### config.mk
export PLATFORM = sky130hd
export DESIGN_NAME = sacg_top
export DESIGN_NICKNAME = d
export VERILOG_FILES = /design/src/verilog/sacg_pkg.sv /design/src/verilog/sacg_divider.sv /design/src/verilog/sacg_timer.sv /design/src/verilog/sacg_top.sv
export SDC_FILE = /design/constraint.sdc
export NUM_CORES = 1
export LEC_CHECK = 0
export ABC_CLOCK_PERIOD_IN_PS = 2300
export BUFFER_PORTS_ARGS = -buffer_cell sky130_fd_sc_hd__buf_2
export CAP_MARGIN = 30
export CELL_PAD_IN_SITES_DETAIL_PLACEMENT = 0
export CELL_PAD_IN_SITES_GLOBAL_PLACEMENT = 1
export CORE_MARGIN = 5
export CORE_UTILIZATION = 25
export DETAILED_ROUTE_END_ITERATION = 8
export PLACE_DENSITY = 0.56
export SLEW_MARGIN = 0
export SYNTH_ARGS = -nofsm -noshare
export SYNTH_HDL_FRONTEND = slang
export SYNTH_SLANG_ARGS = --single-unit
### constraint.sdc
create_clock -name clk_sys -period 2.3 [get_ports clk_sys]
set_input_delay 0.46 -clock clk_sys [delete_from_list [all_inputs] [get_ports clk_sys]]
set_output_delay 0.46 -clock clk_sys [all_outputs]
set_load 0.02 [all_outputs]
### src/verilog/sacg_pkg.sv
// constants and types shared by the suspend-aware clock output block
package sacg_pkg;
   localparam int CLK_SYS_HZ      = 10000000;
   // timing figures in their own units
   localparam int SUSP_DELAY_US   = 2000;
   localparam int WAKE_DELAY_US   = 500;
   localparam int POR_START_US    = 500;
   localparam int POR_STABLE_US   = 4000;
   localparam int VLOW_FILT_US    = 50;
   localparam int SLOW_CLK_HZ     = 100000;
   localparam int PLL_LOCK_US     = 100;
   // derived cycle counts (least times round up, longest down)
   localparam int SUSP_DELAY_CYC  = (SUSP_DELAY_US * (CLK_SYS_HZ / 1000000));
   localparam int WAKE_DELAY_CYC  = (WAKE_DELAY_US * (CLK_SYS_HZ / 1000000));
   localparam int POR_START_CYC   = (POR_START_US * (CLK_SYS_HZ / 1000000));
   localparam int POR_STABLE_CYC  = (POR_STABLE_US * (CLK_SYS_HZ / 1000000));
   localparam int VLOW_FILT_CYC   = (VLOW_FILT_US * (CLK_SYS_HZ / 1000000)) + 1;
   localparam int SLOW_HALF_CYC   = CLK_SYS_HZ / (2 * SLOW_CLK_HZ);
   localparam int PLL_LOCK_CYC    = (PLL_LOCK_US * (CLK_SYS_HZ / 1000000));
   // reset values
   localparam logic [3:0] DIV_RST = 4'h0;
   localparam int NUM_EP          = 14;
   typedef enum logic [2:0] {
      SACG_ST_POR,
      SACG_ST_RUN,
      SACG_ST_SUSP_WAIT,
      SACG_ST_SUSP,
      SACG_ST_WAKE_WAIT
   } sacg_state_t;
endpackage

### src/verilog/sacg_divider.sv
// programmable divider: one enable per (div+1) ticks of the fast clock
`timescale 1ns/10ps
module sacg_divider (
   input  wire logic       clk_sys,
   input  wire logic       nrst,
   input  wire logic       tick_en,
   input  wire logic [3:0] div,
   output logic            out_r
);
   logic [3:0] cnt_r;
   logic [3:0] cnt_nxt;
   logic       out_nxt;
   always_comb begin
      cnt_nxt = cnt_r;
      // one-cycle pulse; holding the level would freeze the output at factor 0
      out_nxt = 1'b0;
      if (tick_en) begin
         if (cnt_r >= div) begin
            cnt_nxt = 4'h0;
            out_nxt = 1'b1;
         end else begin
            cnt_nxt = cnt_r + 4'h1;
            out_nxt = 1'b0;
         end
      end
   end
   always_ff @(posedge clk_sys) begin
      if (!nrst) begin
         cnt_r <= 4'h0;
         out_r <= 1'b0;
      end else begin
         cnt_r <= cnt_nxt;
         out_r <= out_nxt;
      end
   end
endmodule

### src/verilog/sacg_timer.sv
// down-counting delay timer with a done flag
`timescale 1ns/10ps
module sacg_timer #(
   parameter int WIDTH = 16
) (
   input  wire logic             clk_sys,
   input  wire logic             nrst,
   input  wire logic             load,
   input  wire logic [WIDTH-1:0] load_val,
   output logic                  done
);
   initial begin
      if (WIDTH < 2) $error("timer width too small");
   end
   logic [WIDTH-1:0] cnt_r;
   logic [WIDTH-1:0] cnt_nxt;
   always_comb begin
      cnt_nxt = cnt_r;
      if (load) begin
         cnt_nxt = load_val;
      end else if (cnt_r != '0) begin
         cnt_nxt = cnt_r - 1'b1;
      end
   end
   always_ff @(posedge clk_sys) begin
      if (!nrst) begin
         cnt_r <= '0;
      end else begin
         cnt_r <= cnt_nxt;
      end
   end
   assign done = (cnt_r == '0) && !load;
endmodule

### src/verilog/sacg_top.sv
// suspend-aware clock generation and output control
`timescale 1ns/10ps
module sacg_top #(
   parameter int POR_STABLE_CYCLES = sacg_pkg::POR_STABLE_CYC,
   parameter int SUSP_DELAY_CYCLES = sacg_pkg::SUSP_DELAY_CYC,
   parameter int WAKE_DELAY_CYCLES = sacg_pkg::WAKE_DELAY_CYC,
   parameter int POR_START_CYCLES  = sacg_pkg::POR_START_CYC
) (
   input  wire logic                         clk_sys,
   input  wire logic                         nrst,
   input  wire logic                         osc_input,
   input  wire logic                         osc_run,
   input  wire logic [3:0]                   clock_divide_factor,
   input  wire logic                         slow_clock_disable,
   input  wire logic                         suspend_request,
   input  wire logic                         wake_request_in,
   input  wire logic                         supply_low,
   input  wire logic                         pll_tick,
   output logic                              osc_output,
   output logic                              osc_enable,
   output logic                              pll_enable,
   output logic                              pll_locked,
   output logic                              programmable_clock_out,
   output logic                              clock_out_stable,
   output logic                              suspend_out,
   output logic                              internal_reset,
   output logic [sacg_pkg::NUM_EP:0]         endpoint_enable,
   output logic [sacg_pkg::NUM_EP:0]         endpoint_config_regs_clr
);
   localparam int TW = 16;
   initial begin
      if (POR_STABLE_CYCLES < 1 || POR_STABLE_CYCLES >= (1 << TW)) $error("bad stable count");
      if (SUSP_DELAY_CYCLES < 1 || SUSP_DELAY_CYCLES >= (1 << TW)) $error("bad suspend count");
      if (WAKE_DELAY_CYCLES < 1 || WAKE_DELAY_CYCLES >= (1 << TW)) $error("bad wake count");
      if (POR_START_CYCLES < 1 || POR_START_CYCLES >= (1 << TW)) $error("bad start count");
   end

   // supply_low, wake_request_in, osc_input and pll_tick pass two flops; first stage read only by the second
   logic [3:0] s1_r;
   logic [3:0] s2_r;
   always_ff @(posedge clk_sys) begin
      if (!nrst) begin
         s1_r <= 4'h0;
         s2_r <= 4'h0;
      end else begin
         s1_r <= {supply_low, wake_request_in, osc_input, pll_tick};
         s2_r <= s1_r;
      end
   end
   logic vlow_s;
   logic wake_s;
   logic osc_s;
   logic tick_s;
   assign {vlow_s, wake_s, osc_s, tick_s} = s2_r;

   // supply-low filter: only a long dip resets
   logic [TW-1:0] vlow_cnt_r;   // a byte would wrap before the filter length
   logic [TW-1:0] vlow_cnt_nxt;
   logic          int_rst_r;
   logic          int_rst_nxt;
   always_comb begin
      vlow_cnt_nxt = '0;
      int_rst_nxt  = 1'b0;
      if (vlow_s) begin
         if (vlow_cnt_r >= TW'(sacg_pkg::VLOW_FILT_CYC)) begin
            vlow_cnt_nxt = vlow_cnt_r;
            int_rst_nxt  = 1'b1;
         end else begin
            vlow_cnt_nxt = vlow_cnt_r + 1'b1;
         end
      end
   end
   always_ff @(posedge clk_sys) begin
      if (!nrst) begin
         vlow_cnt_r <= '0;
         int_rst_r  <= 1'b1;
      end else begin
         vlow_cnt_r <= vlow_cnt_nxt;
         int_rst_r  <= int_rst_nxt;
      end
   end
   assign internal_reset = int_rst_r;
   logic rst_any;
   assign rst_any = int_rst_r;

   // wake pulse edge, suspend request fall
   logic wake_d_r;
   logic susp_req_d_r;
   logic susp_armed_r;
   logic wake_rise;
   logic susp_fall;
   assign wake_rise = wake_s && !wake_d_r;
   assign susp_fall = susp_req_d_r && !suspend_request;

   // main sequencer
   sacg_pkg::sacg_state_t st_r;
   sacg_pkg::sacg_state_t st_nxt;
   logic                  tmr_load;
   logic [TW-1:0]         tmr_val;
   logic                  tmr_done;
   logic                  started_r;
   logic                  started_nxt;
   logic                  stable_r;
   logic                  stable_nxt;
   logic                  armed_nxt;
   logic                  stab_load;
   logic                  stab_done;
   always_comb begin
      st_nxt      = st_r;
      tmr_load    = 1'b0;
      tmr_val     = '0;
      started_nxt = started_r;
      stable_nxt  = stable_r;
      armed_nxt   = susp_armed_r;
      stab_load   = 1'b0;
      if (suspend_request) begin
         armed_nxt = 1'b1;
      end
      case (st_r)
         sacg_pkg::SACG_ST_POR: begin
            if (tmr_done) begin
               started_nxt = 1'b1;
               stab_load   = 1'b1;
               st_nxt      = sacg_pkg::SACG_ST_RUN;
            end
         end
         sacg_pkg::SACG_ST_RUN: begin
            if (stab_done && started_r) begin
               stable_nxt = 1'b1;
            end
            if (susp_fall && susp_armed_r) begin
               armed_nxt = 1'b0;
               tmr_load  = 1'b1;
               tmr_val   = TW'(SUSP_DELAY_CYCLES);
               st_nxt    = sacg_pkg::SACG_ST_SUSP_WAIT;
            end
         end
         sacg_pkg::SACG_ST_SUSP_WAIT: begin
            if (tmr_done) begin
               stable_nxt = 1'b0;
               st_nxt     = sacg_pkg::SACG_ST_SUSP;
            end
         end
         sacg_pkg::SACG_ST_SUSP: begin
            if (wake_rise) begin
               tmr_load = 1'b1;
               tmr_val  = TW'(WAKE_DELAY_CYCLES);
               st_nxt   = sacg_pkg::SACG_ST_WAKE_WAIT;
            end
         end
         sacg_pkg::SACG_ST_WAKE_WAIT: begin
            if (tmr_done) begin
               stable_nxt = 1'b1;
               st_nxt     = sacg_pkg::SACG_ST_RUN;
            end
         end
         default: begin
            st_nxt = sacg_pkg::SACG_ST_POR;
         end
      endcase
   end
   always_ff @(posedge clk_sys) begin
      if (!nrst || rst_any) begin
         st_r         <= sacg_pkg::SACG_ST_POR;
         started_r    <= 1'b0;
         stable_r     <= 1'b0;
         susp_armed_r <= 1'b0;
         wake_d_r     <= 1'b0;
         susp_req_d_r <= 1'b0;
      end else begin
         st_r         <= st_nxt;
         started_r    <= started_nxt;
         stable_r     <= stable_nxt;
         susp_armed_r <= armed_nxt;
         wake_d_r     <= wake_s;
         susp_req_d_r <= suspend_request;
      end
   end

   // timer reloads with the start delay on every reset
   logic          por_load_r;
   always_ff @(posedge clk_sys) begin
      if (!nrst || rst_any) begin
         por_load_r <= 1'b1;
      end else begin
         por_load_r <= 1'b0;
      end
   end
   sacg_timer #(.WIDTH(TW)) u_tmr (
      .clk_sys  (clk_sys),
      .nrst     (nrst),
      .load     (tmr_load || por_load_r),
      .load_val (por_load_r ? TW'(POR_START_CYCLES) : tmr_val),
      .done     (tmr_done)
   );
   sacg_timer #(.WIDTH(TW)) u_stab (
      .clk_sys  (clk_sys),
      .nrst     (nrst),
      .load     (stab_load),
      .load_val (TW'(POR_STABLE_CYCLES)),
      .done     (stab_done)
   );

   // oscillator and pll are off in suspend
   logic in_susp;
   assign in_susp    = (st_r == sacg_pkg::SACG_ST_SUSP) ||
                       (st_r == sacg_pkg::SACG_ST_WAKE_WAIT);
   assign osc_enable = osc_run && !in_susp;
   assign pll_enable = osc_enable;
   assign osc_output = osc_enable ? !osc_s : 1'b0;
   assign suspend_out = in_susp;

   // pll lock: the 48 MHz tick stream is trusted only after settling
   logic [TW-1:0] lock_cnt_r;
   logic [TW-1:0] lock_cnt_nxt;
   always_comb begin
      lock_cnt_nxt = '0;
      if (pll_enable) begin
         lock_cnt_nxt = (lock_cnt_r >= TW'(sacg_pkg::PLL_LOCK_CYC)) ? lock_cnt_r
                                                                     : lock_cnt_r + 1'b1;
      end
   end
   always_ff @(posedge clk_sys) begin
      if (!nrst) begin
         lock_cnt_r <= '0;
      end else begin
         lock_cnt_r <= lock_cnt_nxt;
      end
   end
   assign pll_locked = (lock_cnt_r >= TW'(sacg_pkg::PLL_LOCK_CYC));

   // fast path: one enable per 48 MHz tick, divided by factor plus one
   logic fast_out;
   sacg_divider u_div (
      .clk_sys (clk_sys),
      .nrst    (nrst),
      .tick_en (tick_s && pll_locked),
      .div     (clock_divide_factor),
      .out_r   (fast_out)
   );

   // slow clock, roughly 100 kHz, from the system clock
   logic [7:0] slow_cnt_r;
   logic [7:0] slow_cnt_nxt;
   logic       slow_r;
   logic       slow_nxt;
   logic       out_r;
   logic       out_nxt;
   always_comb begin
      slow_cnt_nxt = slow_cnt_r + 8'h01;
      slow_nxt     = slow_r;
      if (slow_cnt_r >= 8'(sacg_pkg::SLOW_HALF_CYC - 1)) begin
         slow_cnt_nxt = 8'h00;
         slow_nxt     = !slow_r;
      end
      out_nxt = 1'b0;
      if (!started_r) begin
         out_nxt = 1'b0;
      end else if (in_susp || st_r == sacg_pkg::SACG_ST_SUSP_WAIT && tmr_done) begin
         out_nxt = slow_clock_disable ? 1'b0 : slow_r;
      end else begin
         out_nxt = fast_out;
      end
   end
   always_ff @(posedge clk_sys) begin
      if (!nrst) begin
         slow_cnt_r <= 8'h00;
         slow_r     <= 1'b0;
         out_r      <= 1'b0;
      end else begin
         slow_cnt_r <= slow_cnt_nxt;
         slow_r     <= slow_nxt;
         out_r      <= out_nxt;
      end
   end
   assign programmable_clock_out = out_r;
   assign clock_out_stable       = stable_r;

   // endpoints: control endpoint (bit 0) always enabled
   logic [sacg_pkg::NUM_EP:0] ep_en_r;
   always_ff @(posedge clk_sys) begin
      if (!nrst || rst_any) begin
         ep_en_r <= '0;
      end else begin
         ep_en_r <= '0;
         ep_en_r[0] <= 1'b1;
      end
   end
   assign endpoint_enable          = ep_en_r | {{sacg_pkg::NUM_EP{1'b0}}, 1'b1};
   assign endpoint_config_regs_clr = (rst_any || !nrst) ? '1 : '0;

   AST_SUSP_DELAY: assert property (@(posedge clk_sys) disable iff (!nrst)
      $rose(st_r == sacg_pkg::SACG_ST_SUSP_WAIT) |-> !suspend_out [*8])
      else $error("suspend asserted too early");
   AST_OSC_OFF: assert property (@(posedge clk_sys) disable iff (!nrst)
      suspend_out |-> !osc_enable && !pll_enable)
      else $error("oscillator running in suspend");
   AST_OSC_RUN: assert property (@(posedge clk_sys) disable iff (!nrst)
      !osc_run |-> !osc_enable)
      else $error("oscillator on while run bit low");
   AST_EP0: assert property (@(posedge clk_sys) disable iff (!nrst)
      endpoint_enable[0] && endpoint_enable[sacg_pkg::NUM_EP:1] == '0)
      else $error("endpoint enable wrong");
   AST_VLOW_SHORT: assert property (@(posedge clk_sys) disable iff (!nrst)
      $rose(int_rst_r) |-> $past(vlow_s, 2))
      else $error("reset without supply dip");
   AST_NO_OUT_BEFORE_START: assert property (@(posedge clk_sys) disable iff (!nrst)
      !started_r |=> !programmable_clock_out)
      else $error("clock out before start");
   AST_WAKE_EXIT: assert property (@(posedge clk_sys) disable iff (!nrst || rst_any)
      (st_r == sacg_pkg::SACG_ST_SUSP) && wake_rise |=> suspend_out [*2])
      else $error("suspend dropped too soon after wake");
   AST_SLOW_CLOCK_DISABLE: assert property (@(posedge clk_sys) disable iff (!nrst)
      (st_r == sacg_pkg::SACG_ST_SUSP) && slow_clock_disable |=> !programmable_clock_out)
      else $error("slow clock running while disabled");
   AST_DIV: assert property (@(posedge clk_sys) disable iff (!nrst)
      fast_out && clock_divide_factor == 4'h1 && $stable(clock_divide_factor) |=> !fast_out)
      else $error("divider pulse spacing wrong");
   AST_DIV_PULSE: assert property (@(posedge clk_sys) disable iff (!nrst)
      fast_out |-> $past(tick_s && pll_locked))
      else $error("divider pulse without a tick");
   COV_SUSP: cover property (@(posedge clk_sys) $rose(suspend_out));
   COV_WAKE: cover property (@(posedge clk_sys) $fell(suspend_out));
   COV_STABLE: cover property (@(posedge clk_sys) $rose(clock_out_stable));
endmodule
==> impl_metrics.toml <==
[status]
outcome = "completed"

[die]
floorplan.core_area_mm2 = 0.01809
floorplan.rows = 49
pin_count = 51
die_area_mm2 = 0.02137
die_height_um = 146.2
die_w_um = 146.2
starting_density_of_the_core_pct = 25.63

[global_route]
antenna_found_initial = 0
grt_util_all_layers_pct = 9.300
first_global_vias = 3317
grt_pass1_wl_um = 16390
global_route.overflow_total = 0
maximum_number_of_pins_on_one_net_before_global_route_repair = 30

[placement]
detailed_place_hpwl_um = 7043
port_buffers = 35
gpl.final_weighted_congestion = 0.7362
dpl_cell_area_mm2 = 0.004956

[finish]
post_route_cells_drive_above_1_share_pct = 14.64
layout_area_growth_over_synthesis_pct = 13.04
antenna_cells_inserted = 0
post-route-cell-area_mm2 = 0.005240
final_net_count = 586

[timing]
fmax_mhz = 469.1
slew_viol_final = 0
grt_setup_unrepaired = "false"
worstMarginPinSlew_ns = 0.6000
timing.setup.tns_ns = 0
finClkSkew_ns = 0.009513
hold_viol_final = 0
fin_crit_sh_pct = 92.69
period_minus_slack_ns = 2.132
finalSetupViolCount = 0
worst_slew_margin_rel_pct = 59.57

[synth]
synth_edf_count = 0
synthDominantAreaCellType = "sky130_fd_sc_hd__dfxtp_1"
seq_area_frac_synth_pct = 41.89
yosys.cell_count.top_type = "sky130_fd_sc_hd__dfxtp_1"
synth_async_sr_flop_share_pct = 0
synth_top_area_share_pct = 41.89
synth_cell_type_count = 59
ys.warnings.count = 0
postSynth.topFlopCell = "sky130_fd_sc_hd__dfxtp_1"
synth_top_cells_by_count = "sky130_fd_sc_hd__dfxtp_1, sky130_fd_sc_hd__nor2_1, sky130_fd_sc_hd__nand2_1, sky130_fd_sc_hd__buf_4, sky130_fd_sc_hd__a21oi_1"
ys_ff_latch = 97
post_synth_inst_count = 527
synth_area_per_cell_um2 = 8.796
synthTopCellsByArea = "sky130_fd_sc_hd__dfxtp_1, sky130_fd_sc_hd__nor2_1, sky130_fd_sc_hd__buf_4"
synthesis.area_mm2 = 0.004636

[clocking]
clock_path_buffers = 2
post_cts_buffers = 0
clk_pin_slew_worst_paths_ns = 0.07
ctsHtreeMaxLevel = 3
clk-insertion-delay-late_ns = 0.35
cts_tree = "built"
numCtsBuffers = 9
cts_root_buf = "sky130_fd_sc_hd__clkbuf_16"
cts.sinks = 97

[detailed_routing]
via_count = 3505
remaining_drc_errors = 0
drtAntennaViolNets = 0
dr.pass1.iters = 4
routed_vias_inst = 4.442
avgRoutedWirePerCell_um = 12.28
detail_route.iter0.violations = 143
totalWireLength_um = 9687

[hold_path]
hold_class = "in -> reg"

[pwr]
total_power_mw = 4.625
worst_ir_drop_vdd_uv = 403.6
p_per_area_mw_per_mm2 = 882.7
total_leakage_power_nw = 2.131

[run]
cap_viol_max_count = 0

[setup_path]
crit_arrival_ns = 1.67
crit_required_ns = 1.84
critical_path_peak_fanout = 10
timing_worst_setup_path_type = "reg -> out"
endpoint_kind = "primary output"
timing.critical_path.from_type = "flip-flop"
[what timing repair did]
action                     CTS  global route
pin swaps                    0             0
resized for setup            1             3
hold buffers                 0             0
setup endpoints to repair    1             3
[stage by stage]
step           std cells  util (%)  hold slack, ns  worst slack [ns]
2_1_floorplan        542         -          0.4119            0.3405
3_3_place_gp         774     27.40          0.4150            0.3106
3_5_place_dp         774     27.40          0.4228            0.2930
4_1_cts              789     28.93          0.2946          0.008042
5_1_grt              789     28.97          0.2948           0.04754
6_report             789     28.97          0.3148            0.1681
[report_power, final]
group | total (mW) | switching, mW | internal (mW)
Sequential | 2.01 | 0.163 | 1.85
Combinational | 1.19 | 0.690 | 0.499
Clock | 1.42 | 0.679 | 0.743
[logic make-up (layout without fill, tap and decap cells)]
group | count (synthesis) | count (layout) | share of synthesized area (%)
xor gates and xnor gates | 38 | 38 | 7.180
adders and majority gates | 17 | 17 | 4.588
muxes | 2 | 2 | 0.4319
and+or+nand+nor | 235 | 235 | 28.42
other | 2 | 17 | 0.1620
DFF | 97 | 97 | 41.89
buffers and inverters | 70 | 88 | 8.394
AOI/OAI and AO/OA | 66 | 66 | 8.934
[routing by layer]
metal | track usage (%) | routed length, um | part of all wire (%) | up-vias
met5 | 0 | 0 | 0 | -
met4 | 3.387 | 157 | 1.6 | 0
met3 | 2.448 | 293 | 3.0 | 9
met2 | 15.61 | 4651 | 48 | 37
met1 | 11.50 | 4584 | 47 | 1635
li1 | - | - | - | 1824
[worst max-delay path, stage by stage (launching register included)]
cell and delay, ns:
sky130_fd_sc_hd__dfxtp_1 0.44, sky130_fd_sc_hd__nor3b_2 0.25, sky130_fd_sc_hd__a21oi_1 0.08, sky130_fd_sc_hd__and2_2 0.26, sky130_fd_sc_hd__nor2b_1 0.14, sky130_fd_sc_hd__buf_2 0.15
[placed cells by master (no fill, tap or decap), types with 3 or more instances in the layout]
cell type	netlist	layout
sky130_fd_sc_hd__dfxtp_1	97	95
sky130_fd_sc_hd__nor2_1	70	70
sky130_fd_sc_hd__nand2_1	35	35
sky130_fd_sc_hd__buf_2	2	35
sky130_fd_sc_hd__a21oi_1	29	29
sky130_fd_sc_hd__inv_1	25	25
sky130_fd_sc_hd__and3_1	19	19
sky130_fd_sc_hd__xor2_1	19	19
sky130_fd_sc_hd__xnor2_1	19	19
sky130_fd_sc_hd__nand3_1	17	17
sky130_fd_sc_hd__ha_1	17	17
sky130_fd_sc_hd__conb_1	2	17
sky130_fd_sc_hd__buf_4	31	13
sky130_fd_sc_hd__nor3_1	12	12
sky130_fd_sc_hd__o21ai_0	11	11
sky130_fd_sc_hd__and2_1	11	10
sky130_fd_sc_hd__clkbuf_16	0	9
sky130_fd_sc_hd__nand2b_1	7	7
sky130_fd_sc_hd__nor4_1	7	7
sky130_fd_sc_hd__nor2b_1	6	6
sky130_fd_sc_hd__nand4_1	6	6
sky130_fd_sc_hd__or3_1	6	6
sky130_fd_sc_hd__and4_1	4	4
sky130_fd_sc_hd__nor3b_1	5	4
sky130_fd_sc_hd__nand3b_1	4	4
sky130_fd_sc_hd__a311oi_1	3	3
sky130_fd_sc_hd__nor4_4	3	3
sky130_fd_sc_hd__a31oi_1	3	3
[flip-flops by register name (all words and copies together), names as in the netlist]
| signal | cells |
|---|---|
| lock_cnt_r | 16 |
| u_stab.cnt_r | 16 |
| u_tmr.cnt_r | 16 |
| vlow_cnt_r | 16 |
| slow_cnt_r | 8 |
| s1_r | 4 |
| s2_r | 4 |
| u_div.cnt_r | 4 |
| st_r | 3 |
| clock_out_stable | 1 |
| internal_reset | 1 |
| por_load_r | 1 |
| programmable_clock_out | 1 |
| slow_r | 1 |
| started_r | 1 |
| susp_armed_r | 1 |
| susp_req_d_r | 1 |
| u_div.out_r | 1 |
| wake_d_r | 1 |
[final timing paths]
check	start	to	slack [ns]	depth (start not counted)
max reg2reg	u_tmr.cnt_r[2]$_SDFFE_PN0P_	clock_out_stable$_SDFFE_PP0P_	0.35	4
min	pll_tick	s1_r[0]$_SDFF_PN0_	0.31	2
max	st_r[2]$_SDFFE_PP0P_	osc_output	0.17	5
min reg2reg	s1_r[3]$_SDFF_PN0_	s2_r[3]$_SDFF_PN0_	0.43	1
[cell type report]
class                           instances  area (um^2)
Multi-Input combinational cell        375         2367
Tap cell                              229        286.5
Inverter                               25        93.84
Timing Repair Buffer                   48        272.8
Sequential cell                        97         1944
Clock inverter                          6        50.05
Fill cell                            1907        12850
Clock buffer                            9        225.2
(Power assumes the default switching activity.)
